**src/rtl/cpd_pkg.sv**
```systemverilog
// Function
// - Duty Q24 times period gives integer compare level for output A.
// - Time-base counter counts up only, from zero to period, then restarts.
// - Period value is the highest count reached each switching cycle.
// - Master setting 1: sync input pulses are ignored.
// - Master setting 0: block is slave and obeys sync input pulses.
// - Slave sync loads phase offset into counter; master ignores phase.
// - Output B is complement of source; dead band on both outputs.
// - Falling-edge delay postpones the rising edge of output B.
// - Output A active-high duty, output B complementary active-high duty.
// - Delays may be rewritten while running and replace initial values.
// - Fast path copies held rising and falling delays into active delays.
package cpd_pkg;

  localparam logic [7:0] ADDR_CTRL = 8'h00;
  localparam logic [7:0] ADDR_PERIOD = 8'h04;
  localparam logic [7:0] ADDR_PHASE = 8'h08;
  localparam logic [7:0] ADDR_DUTY = 8'h0C;
  localparam logic [7:0] ADDR_DELAY = 8'h10;
  localparam logic [7:0] ADDR_SHADOW = 8'h14;
  localparam logic [7:0] ADDR_STATUS = 8'h18;

  localparam int unsigned CTRL_EN_BIT = 0;
  localparam int unsigned CTRL_MASTER_BIT = 1;
  localparam int unsigned CTRL_DBLOAD_BIT = 2;
  localparam int unsigned DUTY_FRAC_BITS = 24;

  localparam logic CTRL_EN_RST = 1'b0;
  localparam logic CTRL_MASTER_RST = 1'b1;
  localparam logic [15:0] PERIOD_RST = 16'h0257;
  localparam logic [15:0] PHASE_RST = 16'h0000;
  localparam logic [31:0] DUTY_RST = 32'h0000_0000;
  localparam logic [15:0] RED_RST = 16'h0005;
  localparam logic [15:0] FED_RST = 16'h0004;

  typedef struct packed {
    logic [15:0] falling;
    logic [15:0] rising;
  } cpd_delay_s;

  typedef struct packed {
    logic master;
    logic enable;
  } cpd_ctrl_s;

  // Q24 fraction times period, integer part kept
  function automatic logic [15:0] scale_duty(input logic [31:0] duty,
                                             input logic [15:0] period);
    logic [47:0] prod;
    prod = duty * period;
    return prod[DUTY_FRAC_BITS +: 16];
  endfunction

  // Byte-lane merge for Wishbone sel
  function automatic logic [31:0] merge_sel(input logic [31:0] old,
                                            input logic [31:0] wdat,
                                            input logic [3:0] sel);
    logic [31:0] res;
    res = old;
    for (int i = 0; i < 4; i++) begin
      if (sel[i]) begin
        res[8*i +: 8] = wdat[8*i +: 8];
      end
    end
    return res;
  endfunction

endpackage

```
**src/rtl/cpd_pwm_top.sv**
```systemverilog
// The Wishbone interface to the registers and the register addresses are this design's own decisions.
`timescale 1ns/1ps
module cpd_pwm_top (
  input wire logic clk_i, // System clock, 100 MHz
  input wire logic rst_i, // Sync reset, active high
  input wire logic wb_cyc_i, // Wishbone cycle
  input wire logic wb_stb_i, // Wishbone strobe
  input wire logic wb_we_i, // Wishbone write
  input wire logic [7:0] wb_adr_i, // Byte address
  input wire logic [3:0] wb_sel_i, // Byte lanes
  input wire logic [31:0] wb_dat_i, // Write data
  output logic [31:0] wb_dat_o, // Read data
  output logic wb_ack_o, // Acknowledge
  input wire logic time_base_sync_i, // Sync pulse in
  output logic sync_out_o, // Pulse at counter zero
  output logic output_a_o, // Channel A drive
  output logic output_b_o // Channel B drive
);

  cpd_pkg::cpd_ctrl_s ctrl_q;
  logic [15:0] period_q;
  logic [15:0] phase_q;
  logic [31:0] duty_q;
  cpd_pkg::cpd_delay_s delay_q;
  cpd_pkg::cpd_delay_s shadow_q;
  logic [15:0] compare_level_a_q;
  logic src_q;
  logic sync_out_q;
  logic ack_q;
  logic [31:0] rdat_q;
  logic [31:0] rdat_d;
  logic [15:0] count;
  logic req;
  logic wr_en;
  logic sync_take;
  logic db_load;
  logic [31:0] ctrl_word;
  logic [31:0] delay_word;
  logic [31:0] shadow_word;

  // Bus request decode
  assign req = wb_cyc_i && wb_stb_i;
  assign wr_en = req && wb_we_i && ack_q;

  function automatic logic hit(input logic [7:0] adr,
                               input logic [7:0] target);
    return adr == target;
  endfunction

  assign ctrl_word = {29'h0000_0000, 1'b0, ctrl_q.master, ctrl_q.enable};
  assign delay_word = delay_q;
  assign shadow_word = shadow_q;

  // Classic cycle: ack one cycle after request, dropped next cycle
  always_ff @(posedge clk_i) begin
    if (rst_i) begin
      ack_q <= 1'b0;
    end else begin
      ack_q <= req && !ack_q;
    end
  end

  always_comb begin
    rdat_d = 32'h0000_0000;
    case (wb_adr_i)
      cpd_pkg::ADDR_CTRL: begin
        rdat_d = ctrl_word;
      end
      cpd_pkg::ADDR_PERIOD: begin
        rdat_d = {16'h0000, period_q};
      end
      cpd_pkg::ADDR_PHASE: begin
        rdat_d = {16'h0000, phase_q};
      end
      cpd_pkg::ADDR_DUTY: begin
        rdat_d = duty_q;
      end
      cpd_pkg::ADDR_DELAY: begin
        rdat_d = delay_word;
      end
      cpd_pkg::ADDR_SHADOW: begin
        rdat_d = shadow_word;
      end
      cpd_pkg::ADDR_STATUS: begin
        rdat_d = {compare_level_a_q, count};
      end
      default: begin
        rdat_d = 32'h0000_0000;
      end
    endcase
  end

  always_ff @(posedge clk_i) begin
    if (rst_i) begin
      rdat_q <= 32'h0000_0000;
    end else if (req && !ack_q) begin
      rdat_q <= rdat_d;
    end
  end

  assign wb_dat_o = rdat_q;
  assign wb_ack_o = ack_q;

  // Control register
  always_ff @(posedge clk_i) begin
    if (rst_i) begin
      ctrl_q.enable <= cpd_pkg::CTRL_EN_RST;
      ctrl_q.master <= cpd_pkg::CTRL_MASTER_RST;
    end else if (wr_en && hit(wb_adr_i, cpd_pkg::ADDR_CTRL) && wb_sel_i[0]) begin
      ctrl_q.enable <= wb_dat_i[cpd_pkg::CTRL_EN_BIT];
      ctrl_q.master <= wb_dat_i[cpd_pkg::CTRL_MASTER_BIT];
    end
  end

  // Self-clearing copy request for held delays
  assign db_load = wr_en && hit(wb_adr_i, cpd_pkg::ADDR_CTRL) &&
                   wb_sel_i[0] && wb_dat_i[cpd_pkg::CTRL_DBLOAD_BIT];

  // Time-base and duty settings
  always_ff @(posedge clk_i) begin
    if (rst_i) begin
      period_q <= cpd_pkg::PERIOD_RST;
    end else if (wr_en && hit(wb_adr_i, cpd_pkg::ADDR_PERIOD)) begin
      period_q <= 16'(cpd_pkg::merge_sel({16'h0000, period_q}, wb_dat_i,
                                         wb_sel_i));
    end
  end

  always_ff @(posedge clk_i) begin
    if (rst_i) begin
      phase_q <= cpd_pkg::PHASE_RST;
    end else if (wr_en && hit(wb_adr_i, cpd_pkg::ADDR_PHASE)) begin
      phase_q <= 16'(cpd_pkg::merge_sel({16'h0000, phase_q}, wb_dat_i,
                                        wb_sel_i));
    end
  end

  always_ff @(posedge clk_i) begin
    if (rst_i) begin
      duty_q <= cpd_pkg::DUTY_RST;
    end else if (wr_en && hit(wb_adr_i, cpd_pkg::ADDR_DUTY)) begin
      duty_q <= cpd_pkg::merge_sel(duty_q, wb_dat_i, wb_sel_i);
    end
  end

  // Active delays: direct rewrite or copy from held values
  always_ff @(posedge clk_i) begin
    if (rst_i) begin
      delay_q.rising <= cpd_pkg::RED_RST;
      delay_q.falling <= cpd_pkg::FED_RST;
    end else if (db_load) begin
      delay_q <= shadow_q;
    end else if (wr_en && hit(wb_adr_i, cpd_pkg::ADDR_DELAY)) begin
      delay_q <= cpd_pkg::merge_sel(delay_q, wb_dat_i, wb_sel_i);
    end
  end

  always_ff @(posedge clk_i) begin
    if (rst_i) begin
      shadow_q.rising <= cpd_pkg::RED_RST;
      shadow_q.falling <= cpd_pkg::FED_RST;
    end else if (wr_en && hit(wb_adr_i, cpd_pkg::ADDR_SHADOW)) begin
      shadow_q <= cpd_pkg::merge_sel(shadow_q, wb_dat_i, wb_sel_i);
    end
  end

  // Compare level follows duty and period every cycle
  always_ff @(posedge clk_i) begin
    if (rst_i) begin
      compare_level_a_q <= 16'h0000;
    end else begin
      compare_level_a_q <= cpd_pkg::scale_duty(duty_q, period_q);
    end
  end

  // Sync only honoured as slave
  assign sync_take = !ctrl_q.master && time_base_sync_i;

  cpd_time_base u_time_base (
    .clk_i(clk_i),
    .rst_i(rst_i),
    .enable_i(ctrl_q.enable),
    .load_i(sync_take),
    .phase_i(phase_q),
    .period_i(period_q),
    .count_o(count)
  );

  // Source waveform; zero compare keeps it low for 0% duty
  always_ff @(posedge clk_i) begin
    if (rst_i || !ctrl_q.enable) begin
      src_q <= 1'b0;
    end else if (count == compare_level_a_q) begin
      src_q <= 1'b0;
    end else if (count == 16'h0000) begin
      src_q <= 1'b1;
    end
  end

  always_ff @(posedge clk_i) begin
    if (rst_i) begin
      sync_out_q <= 1'b0;
    end else begin
      sync_out_q <= ctrl_q.enable && count == 16'h0000;
    end
  end

  assign sync_out_o = sync_out_q;

  cpd_dead_band u_dead_band (
    .clk_i(clk_i),
    .rst_i(rst_i),
    .src_i(src_q),
    .delay_i(delay_q),
    .output_a_o(output_a_o),
    .output_b_o(output_b_o)
  );

  // Checks
  property p_duty_scale;
    @(posedge clk_i) disable iff (rst_i)
      wr_en && hit(wb_adr_i, cpd_pkg::ADDR_DUTY) && wb_sel_i == 4'hF
      ##1 !wr_en [*2]
      |-> compare_level_a_q == cpd_pkg::scale_duty($past(wb_dat_i, 2),
                                                   period_q);
  endproperty
  a_duty_scale: assert property (p_duty_scale)
    else $error("compare level not scaled from duty");

  property p_master_ignores;
    @(posedge clk_i) disable iff (rst_i)
      ctrl_q.enable && ctrl_q.master && time_base_sync_i &&
      count < period_q ##1 ctrl_q.enable
      |-> count == $past(count) + 16'h0001;
  endproperty
  a_master_ignores: assert property (p_master_ignores)
    else $error("master reacted to sync input");

  property p_slave_sync;
    @(posedge clk_i) disable iff (rst_i)
      ctrl_q.enable && !ctrl_q.master && time_base_sync_i ##1 ctrl_q.enable
      |-> count == $past(phase_q);
  endproperty
  a_slave_sync: assert property (p_slave_sync)
    else $error("slave did not load phase on sync");

  property p_delay_write;
    @(posedge clk_i) disable iff (rst_i)
      wr_en && hit(wb_adr_i, cpd_pkg::ADDR_DELAY) && wb_sel_i == 4'hF
      |=> delay_q == $past(wb_dat_i);
  endproperty
  a_delay_write: assert property (p_delay_write)
    else $error("new delays not applied");

  property p_delay_copy;
    @(posedge clk_i) disable iff (rst_i)
      db_load |=> delay_q == $past(shadow_q);
  endproperty
  a_delay_copy: assert property (p_delay_copy)
    else $error("held delays not copied");

  property p_src_zero;
    @(posedge clk_i) disable iff (rst_i)
      ctrl_q.enable && count == 16'h0000 && compare_level_a_q != 16'h0000
      ##1 ctrl_q.enable |-> src_q;
  endproperty
  a_src_zero: assert property (p_src_zero)
    else $error("source not set at counter zero");

  property p_src_match;
    @(posedge clk_i) disable iff (rst_i)
      ctrl_q.enable && count == compare_level_a_q |=> !src_q;
  endproperty
  a_src_match: assert property (p_src_match)
    else $error("source not cleared at compare match");

  property p_ack_one;
    @(posedge clk_i) disable iff (rst_i)
      ack_q |=> !ack_q;
  endproperty
  a_ack_one: assert property (p_ack_one)
    else $error("ack held longer than one cycle");

  property p_ack_answer;
    @(posedge clk_i) disable iff (rst_i)
      req && !ack_q |=> ack_q;
  endproperty
  a_ack_answer: assert property (p_ack_answer)
    else $error("request not acknowledged next cycle");

  property p_period_write;
    @(posedge clk_i) disable iff (rst_i)
      wr_en && hit(wb_adr_i, cpd_pkg::ADDR_PERIOD) && wb_sel_i == 4'hF
      |=> period_q == $past(wb_dat_i[15:0]);
  endproperty
  a_period_write: assert property (p_period_write)
    else $error("period not written");

  property p_phase_write;
    @(posedge clk_i) disable iff (rst_i)
      wr_en && hit(wb_adr_i, cpd_pkg::ADDR_PHASE) && wb_sel_i == 4'hF
      |=> phase_q == $past(wb_dat_i[15:0]);
  endproperty
  a_phase_write: assert property (p_phase_write)
    else $error("phase offset not written");

  property p_shadow_write;
    @(posedge clk_i) disable iff (rst_i)
      wr_en && hit(wb_adr_i, cpd_pkg::ADDR_SHADOW) && wb_sel_i == 4'hF
      |=> shadow_q == $past(wb_dat_i);
  endproperty
  a_shadow_write: assert property (p_shadow_write)
    else $error("held delays not written");

  property p_sync_out;
    @(posedge clk_i) disable iff (rst_i)
      ctrl_q.enable && count == 16'h0000 |=> sync_out_q;
  endproperty
  a_sync_out: assert property (p_sync_out)
    else $error("no sync pulse after counter zero");

  property p_sync_quiet;
    @(posedge clk_i) disable iff (rst_i)
      !(ctrl_q.enable && count == 16'h0000) |=> !sync_out_q;
  endproperty
  a_sync_quiet: assert property (p_sync_quiet)
    else $error("sync pulse without counter zero");

  property p_disabled_idle;
    @(posedge clk_i) disable iff (rst_i)
      !ctrl_q.enable |=> count == 16'h0000 && !src_q;
  endproperty
  a_disabled_idle: assert property (p_disabled_idle)
    else $error("counter or source ran while disabled");

  property p_a_off;
    @(posedge clk_i) disable iff (rst_i)
      !src_q |=> !output_a_o;
  endproperty
  a_a_off: assert property (p_a_off)
    else $error("output A on while source low");

  property p_b_off;
    @(posedge clk_i) disable iff (rst_i)
      src_q |=> !output_b_o;
  endproperty
  a_b_off: assert property (p_b_off)
    else $error("output B on while source high");

  c_slave_sync: cover property (@(posedge clk_i) disable iff (rst_i)
    ctrl_q.enable && sync_take);
  c_db_load: cover property (@(posedge clk_i) disable iff (rst_i)
    db_load && ctrl_q.enable);
  c_wrap: cover property (@(posedge clk_i) disable iff (rst_i)
    ctrl_q.enable && count == period_q ##1 count == 16'h0000);

endmodule // cpd_pwm_top

```
**src/rtl/cpd_time_base.sv**
```systemverilog
`timescale 1ns/1ps
module cpd_time_base (
  input wire logic clk_i, // System clock
  input wire logic rst_i, // Sync reset, active high
  input wire logic enable_i, // Counter runs
  input wire logic load_i, // Load phase this cycle
  input wire logic [15:0] phase_i, // Phase offset
  input wire logic [15:0] period_i, // Top count
  output logic [15:0] count_o // Counter value
);

  logic [15:0] count_q;

  always_ff @(posedge clk_i) begin
    if (rst_i || !enable_i) begin
      count_q <= 16'h0000;
    end else if (load_i) begin
      count_q <= phase_i;
    end else if (count_q >= period_i) begin
      count_q <= 16'h0000;
    end else begin
      count_q <= count_q + 16'h0001;
    end
  end

  assign count_o = count_q;

  property p_count_up;
    @(posedge clk_i) disable iff (rst_i)
      enable_i && !load_i && count_q < period_i
      |=> count_q == $past(count_q) + 16'h0001;
  endproperty
  a_count_up: assert property (p_count_up)
    else $error("counter did not step up by one");

  property p_top_wrap;
    @(posedge clk_i) disable iff (rst_i)
      enable_i && !load_i && count_q == period_i ##1 enable_i
      |-> count_q == 16'h0000;
  endproperty
  a_top_wrap: assert property (p_top_wrap)
    else $error("counter did not restart after period");

  property p_phase_load;
    @(posedge clk_i) disable iff (rst_i)
      enable_i && load_i ##1 enable_i |-> count_q == $past(phase_i);
  endproperty
  a_phase_load: assert property (p_phase_load)
    else $error("phase offset not loaded");

endmodule // cpd_time_base

```
**src/rtl/cpd_dead_band.sv**
```systemverilog
`timescale 1ns/1ps
module cpd_dead_band (
  input wire logic clk_i, // System clock
  input wire logic rst_i, // Sync reset, active high
  input wire logic src_i, // Channel A source
  input wire cpd_pkg::cpd_delay_s delay_i, // Active delays
  output logic output_a_o, // High-side drive
  output logic output_b_o // Complementary drive
);

  logic [15:0] run_a_q;
  logic [15:0] run_b_q;
  logic out_a_q;
  logic out_b_q;

  // Cycles the source has held its level, saturating
  always_ff @(posedge clk_i) begin
    if (rst_i || !src_i) begin
      run_a_q <= 16'h0000;
    end else if (run_a_q != 16'hFFFF) begin
      run_a_q <= run_a_q + 16'h0001;
    end
  end

  always_ff @(posedge clk_i) begin
    if (rst_i || src_i) begin
      run_b_q <= 16'h0000;
    end else if (run_b_q != 16'hFFFF) begin
      run_b_q <= run_b_q + 16'h0001;
    end
  end

  always_ff @(posedge clk_i) begin
    if (rst_i) begin
      out_a_q <= 1'b0;
      out_b_q <= 1'b0;
    end else begin
      out_a_q <= src_i && (run_a_q >= delay_i.rising);
      out_b_q <= !src_i && (run_b_q >= delay_i.falling);
    end
  end

  assign output_a_o = out_a_q;
  assign output_b_o = out_b_q;

  property p_no_overlap;
    @(posedge clk_i) disable iff (rst_i)
      !(out_a_q && out_b_q);
  endproperty
  a_no_overlap: assert property (p_no_overlap)
    else $error("both outputs on together");

  property p_b_rise_delay;
    @(posedge clk_i) disable iff (rst_i)
      $rose(out_b_q) |-> $past(run_b_q) >= $past(delay_i.falling);
  endproperty
  a_b_rise_delay: assert property (p_b_rise_delay)
    else $error("output B rose before falling delay");

  property p_a_follows_src;
    @(posedge clk_i) disable iff (rst_i)
      out_a_q |-> $past(src_i) && $past(run_a_q) >= $past(delay_i.rising);
  endproperty
  a_a_follows_src: assert property (p_a_follows_src)
    else $error("output A high without delayed source");

  c_b_rise: cover property (@(posedge clk_i) disable iff (rst_i)
    $rose(out_b_q) && delay_i.falling != 16'h0000);

endmodule // cpd_dead_band

```
**config.mk**
```make
export PLATFORM = sky130hd
export DESIGN_NAME = cpd_pwm_top
export DESIGN_NICKNAME = d
export VERILOG_FILES = /design/src/rtl/cpd_pkg.sv /design/src/rtl/cpd_pwm_top.sv /design/src/rtl/cpd_time_base.sv /design/src/rtl/cpd_dead_band.sv
export SDC_FILE = /design/constraint.sdc
export NUM_CORES = 2
export LEC_CHECK = 0
export BUFFER_PORTS_ARGS = -buffer_cell sky130_fd_sc_hd__buf_2
export CORE_ASPECT_RATIO = 0.6
export CORE_MARGIN = 2
export CORE_UTILIZATION = 55
export CTS_BUF_LIST = sky130_fd_sc_hd__clkbuf_16
export DETAILED_ROUTE_END_ITERATION = 10
export GPL_ROUTABILITY_DRIVEN = 1
export GPL_TIMING_DRIVEN = 0
export HOLD_SLACK_MARGIN = 0.15
export PLACE_DENSITY = 0.79
export SLEW_MARGIN = 0
export SYNTH_ARGS = -nofsm -noshare
export SYNTH_HDL_FRONTEND = slang
export SYNTH_SLANG_ARGS = --single-unit
export TNS_END_PERCENT = 1
```
**constraint.sdc**
```tcl
create_clock -name clk_i -period 5.8 [get_ports clk_i]
set_clock_uncertainty 0.05 [all_clocks]
set_input_delay 1.16 -clock clk_i [delete_from_list [all_inputs] [get_ports clk_i]]
set_output_delay 1.16 -clock clk_i [all_outputs]
set_load 0.01 [all_outputs]
```
Yosys cells after proc, flatten, opt, wreduce, memory -nomap -nowiden
Index checks and enable logic that the tools add are counted.

storage, ports and cells
  output and inout port bits = 36
  logic and storage cells = 100
  bits of input ports = 50
  bits in registers = 231

cells by class
  reductions and logical operators = 47
  magnitude comparators = 3
  $add $sub $neg = 3
  multiply operators = 1
  multiplexer cells = 9
  equal/unequal tests = 9

operators with widths
  kind                                                 number
  case mux 32 bit (7 select lines)                     1
  two-way mux 32 bit                                   2
  adder 16 x 1 -> 16 bit, second input constant        3
  >= comparator 16 bit                                 3
  multiplier 32 x 16 -> 40 bit                         1
  two-way mux 16 bit                                   2
  two-way mux 8 bit                                    4
  != test 16 bit, second input constant                2
  AND reduction 2 bit                                  16
  equality test 8 x 5 -> 1 bit, second input constant  3
  equality test 16 bit                                 1
  equality test 8 x 4 -> 1 bit, second input constant  2
  logical AND 1 bit                                    16
  zero test 16 bit                                     1
  nonzero test 2 bit                                   5
  equality test 8 x 3 -> 1 bit, second input constant  1
  zero test 8 bit                                      1
  zero test 1 bit                                      4
  logical OR 1 bit                                     3
  OR reduction 2 bit                                   1

Depth between registers and ports, before layout
  depth in word-level cells = 8
  gate-level depth with buffers = 25
  mapped depth without buffers = 23

Hierarchy
Synthesis repeated with hierarchy kept, for this count alone.

second synthesis, totals
  cells, all modules = 2947
  area, all modules = 25355.6 um^2

modules (own cells, without submodules)
  module         times used  area each (um^2)  cells an instance  sequential area each (um^2)
  cpd_pwm_top    1           21707.1           2514               3623.5
  cpd_dead_band  1           2304.7            279                680.7
  cpd_time_base  1           1343.8            154                320.3

Least setup slack after synthesis
Ideal clock, no wire load.

  kind = reg-to-reg
  start point = register duty_q[23]
  end point = register compare_level_a_q[15]
  cell stages (with the launch flop) = 25
  path buffers = 2
  library setup time = 0.128 ns
  slack = -0.458 ns
  period minus slack after synthesis = 6.258 ns
  data required time = 5.622 ns
  data arrival time = 6.081 ns
  cells stage by stage = dfxtp_1 -> clkbuf_1 -> clkbuf_1 -> nand2_1 -> fa_1 -> inv_1 -> fa_1 -> inv_1 -> fa_1 -> inv_1 -> fa_1 -> fa_1 -> inv_1 -> fa_1 -> inv_1 -> ha_1 -> a21o_1 -> a221o_1 -> a21oi_1 -> o211a_1 -> o211a_1 -> o31ai_1 -> a311oi_1 -> xnor2_1 -> nor2_1

on the way
  cells in the longest elaborated chain, start to end = 1

ends and longest elaborated chain
  what                          RTL line            RTL
  start: declaration            cpd_pwm_top.sv:23   logic [31:0] duty_q;
  start signal: assignment      cpd_pwm_top.sv:140  duty_q <= cpd_pkg::DUTY_RST;
  start signal: assignment      cpd_pwm_top.sv:142  duty_q <= cpd_pkg::merge_sel(duty_q, wb_dat_i, wb_sel_i);
  multiplier 32 x 16 -> 40 bit  cpd_pkg.sv:50       prod = duty * period;
  end signal: assignment        cpd_pwm_top.sv:172  compare_level_a_q <= cpd_pkg::scale_duty(duty_q, period_q);
  end: declaration              cpd_pwm_top.sv:26   logic [15:0] compare_level_a_q;

No other way between the ends.
A chain may end at the register's enable or synchronous reset.

Worst setup path in the final report
  start point = register period_q[6]
  end point = register compare_level_a_q[14]

on the way
  cells in the longest elaborated chain, start to end = 1

ends and longest elaborated chain
  what                          RTL line            RTL
  start: declaration            cpd_pwm_top.sv:21   logic [15:0] period_q;
  start signal: assignment      cpd_pwm_top.sv:122  period_q <= cpd_pkg::PERIOD_RST;
  start signal: assignment      cpd_pwm_top.sv:124  period_q <= 16'(cpd_pkg::merge_sel({16'h0000, period_q}, wb_dat_i,
  multiplier 32 x 16 -> 40 bit  cpd_pkg.sv:50

No other way between the ends.

==> results.md <==
- Clock tree sinks: approximately 230
- Violated checks: negative setup slack
- Syn. warnings: 0
- Critical path class: flop to flop
- Net switching power: between 700 and 800 uW
- Hpwl dp: about 67 mm
- FF-to-FF setup slack: -0.65 ns
- Critical R2R Launch: period_q[6]$_SDFFE_PP1P_
- Setup Total Neg Slack: -6.74 ns
- Worst min path class: flop to flop
- Final WS setup: -0.647 ns
- Clock-pin slew of the registers on the worst-case setup and hold paths: 0.07 ns
- Setup WS pre-CTS: -1.95 ns
- Number of vias per cell: around 6
- Final #Nets: about 3.6k
- Slew Limit Headroom: 0.0991
- Die height: between 150 and 200 um
- Cell Pwr Density: between 100 and 150 nW/um2
- Initial antenna violation count: 0
- Peak Freq: ~160 MHz
- Post-synthesis sequential area ratio: 0.184
- Worst-margin pin slew: between 1 and 1.5 ns
- EDFF count, synth: 0
- Register bit total from synthesis: about 230
- Syn_area_per_cell: around 8.6 um2
- Hold wc startpoint: delay_q[12]$_SDFFE_PP0P_
- Peak VDD IR: 0.175 mV
- Routed WL: ~83 mm
- CTS buffer count: 20
- Total gr overflow: 0
- CP Data Required Time: a little over 6 ns
- Final Setup Violations: 16
- Worst Hold Depth: 2
- RSZ-0062 raised after global routing: true
- Clock Latency Late Sink: about 0.52 ns
- Critical path origin: period_q[6]$_SDFFE_PP1P_
- Post-layout minimum cycle time: 6.45 ns
- CP Capture Type: flop
- Crit path DAT: approximately 6.7 ns
- Comb pwr share: 0.042
- I/O pin count: 86
- Leakage: 12.6 nW
- ANT cells: 0
- Number of global-route vias before repair: between 20k and 25k
- Top_reg_cell synth: dfxtp_1
- Final period util: 1.11
- Cell area after synthesis: 25,100 um2
- Max FO, Critical Path: 10
- Post-Layout Inst Area: 28,100 um2
- Pin count of the biggest net entering global routing: 18
- Via count: 21.8k
- Switching part of the total: 0.246
- First-pass GRT wire length: between 100 and 150 mm
- R2r endpoint: compare_level_a_q[14]$_SDFF_PP0_
- Synthesis-to-finish area growth: 12.0%
- Area taken by multi-input logic gates: roughly 18,000 um2
- Hold WS: approximately 0.43 ns
- Hold Violations, Final: 0
- DRT iter0 DRCs: about 2.9k
- Root Buffer: clkbuf_16
- Starting Density: 0.559
- Post-synthesis async set-or-reset flop share: 0
- R2R cell count: 23
- H-tree depth: 1
- Overall Global Routing Usage: 0.354
- Placed cell count: around 3.6k
- Remaining DRCs: 0
- DRT antenna net count: 0
- Outcome: finished, violations left
- Longest Clk Path Bufs: 3
- Sequential share of power: 0.515
- CP startpoint kind: flop
- Clock share of power: 0.442
- Routed len/inst: ~23 um
- Area after DPL: about 27,000 um2
- Unique masters post-synth: 62
- Die X: between 200 and 300 um
- Cts hold-fix bufs: 0
- CTS tree: built
- Hold Path Sink: delay_q[12]$_SDFFE_PP0P_
- Port Buffer Count: 82
- Max Cap Viol: 0
- Reg area: approximately 4700 um2
- Core Region: between 40,000 and 50,000 um2
- Power, Total: between 3 and 4 mW
- Slew Viols, Final: 0
- Layout Cells excl Fill: approximately 3.7k
- Fin util: 0.627
- RePlAce Congestion: just under 1
- Syn Nets: around 3.5k
- DRT Pass-1 Iters: 7
- Die area: roughly 47,000 um2
- Internal cell power: 2.32 mW
- Fraction of layout cells with a size suffix above 1: 0.101
- Fill cells: 3,742
- Post-Syn Instances: between 2k and 3k
- FP Rows: 60
==> flip-flops by register name, indices dropped and copies added, names as in the netlist <==
| register | cells |
|---|---|
| compare_level_a_q | 16 |
| ctrl_q | 2 |
| delay_q | 32 |
| duty_q | 32 |
| period_q | 16 |
| phase_q | 16 |
| shadow_q | 32 |
| src_q | 1 |
| sync_out_o | 1 |
| u_dead_band.output_a_o | 1 |
| u_dead_band.output_b_o | 1 |
| u_dead_band.run_a_q | 16 |
| u_dead_band.run_b_q | 16 |
| u_time_base.count_o | 16 |
| wb_ack_o | 1 |
| wb_dat_o | 32 |
==> layout by cell type, fill, tap and decap left out, types with 33 or more instances in the layout <==
cell type and n:
and2_1 161, buf_4 34, mux2i_1 97, a22oi_1 74, nor2_1 198, fa_1 389, buf_2 89, o21ai_0 60
ha_1 128, clkbuf_16 33, dfxtp_1 205, a21oi_1 95, nand2_1 482, xnor2_1 48, clkbuf_1 66, inv_1 503
==> repair_timing <==
item,CTS,global route
resized for setup,167,59
gates cloned,1,1
pin swaps,11,19
setup buffers,20,8
endpoints found under the setup margin,16,16
==> layout make-up <==
type	instances	share of cell area
clock inverter	15	0.00369
inverter	506	0.0675
timing repair buffer	112	0.0230
multi-input combinational	2032	0.646
buffer	162	0.0484
clock buffer	21	0.0187
tap	589	0.0262
sequential	231	0.167
==> power by group through the flow <==
stage / clock network (mW) / registers (mW) / logic, mW
after floorplan: 0 / 1.63 / 0.0528
after global placement: 0 / 1.63 / 0.120
after detailed placement: 0 / 1.63 / 0.123
after CTS: 1.34 / 1.58 / 0.123
after global routing: 1.41 / 1.58 / 0.134
final: 1.36 / 1.58 / 0.130
==> worst max-delay path, cell delays in order, from the launching register on <==
cell	delay [ns]
dfxtp_2	0.50
clkbuf_4	0.29
and2_1	0.16
fa_1	0.41
inv_1	0.08
fa_1	0.43
fa_1	0.52
inv_1	0.06
fa_1	0.51
fa_1	0.50
inv_1	0.05
fa_1	0.48
inv_1	0.04
ha_1	0.33
and4_4	0.24
o2111a_2	0.24
inv_1	0.09
o21ai_4	0.25
a41o_1	0.29
o211ai_1	0.12
buf_4	0.17
o211ai_1	0.22
xnor2_1	0.15
nor2_1	0.08
==> Yosys cell counts (11+ instances only) <==
master	number	area, um2
a211oi_1	15	113
mux2i_1	97	971
clkbuf_1	157	589
o211ai_1	28	210
nor2b_1	11	68.8
and3_1	17	106
a21oi_1	98	490
a222oi_1	11	110
inv_1	505	1900
a22oi_1	74	556
and2_1	161	1010
a21o_1	23	173
o21ai_0	62	310
xnor2_1	49	429
nand4_1	18	113
fa_1	391	7830
dfxtp_1	231	4620
nor2_1	199	747
nand2_1	483	1810
xor2_1	33	289
ha_1	134	1680
nand3_1	30	150
==> cell families after synthesis <==
kind of cell             share of synthesized area
flip-flops                                   0.184
adder cells (fa/ha/maj)                      0.379
buffers and inverters                        0.102
AO/OA/AOI/OAI                               0.0915
AND/OR/NAND/NOR                              0.177
multiplexers                                0.0387
XOR/XNOR                                    0.0286
==> per-layer routing <==
| layer | vias up | GRT usage | wire length (um) |
|---|---|---|---|
| met3 | 164 | 0.114 | 12100 |
| met2 | 1419 | 0.492 | 33500 |
| met1 | 10800 | 0.530 | 35200 |
| met5 | - | 0 | 0 |
| li1 | 9409 | - | - |
| met4 | 0 | 0.0867 | 2210 |
==> worst max-delay path by stage <==
stage                                                   to  slack (ns)  cells past startpoint
after CTS                 compare_level_a_q[15]$_SDFF_PP0_       -0.64                     23
final                     compare_level_a_q[14]$_SDFF_PP0_       -0.65                     23
after detailed placement  compare_level_a_q[13]$_SDFF_PP0_       -1.95                     21
after global routing      compare_level_a_q[14]$_SDFF_PP0_       -0.84                     25
after floorplan           compare_level_a_q[15]$_SDFF_PP0_      -0.008                     23
after global placement    compare_level_a_q[13]$_SDFF_PP0_       -1.91                     21
(Power assumes the default switching activity.)
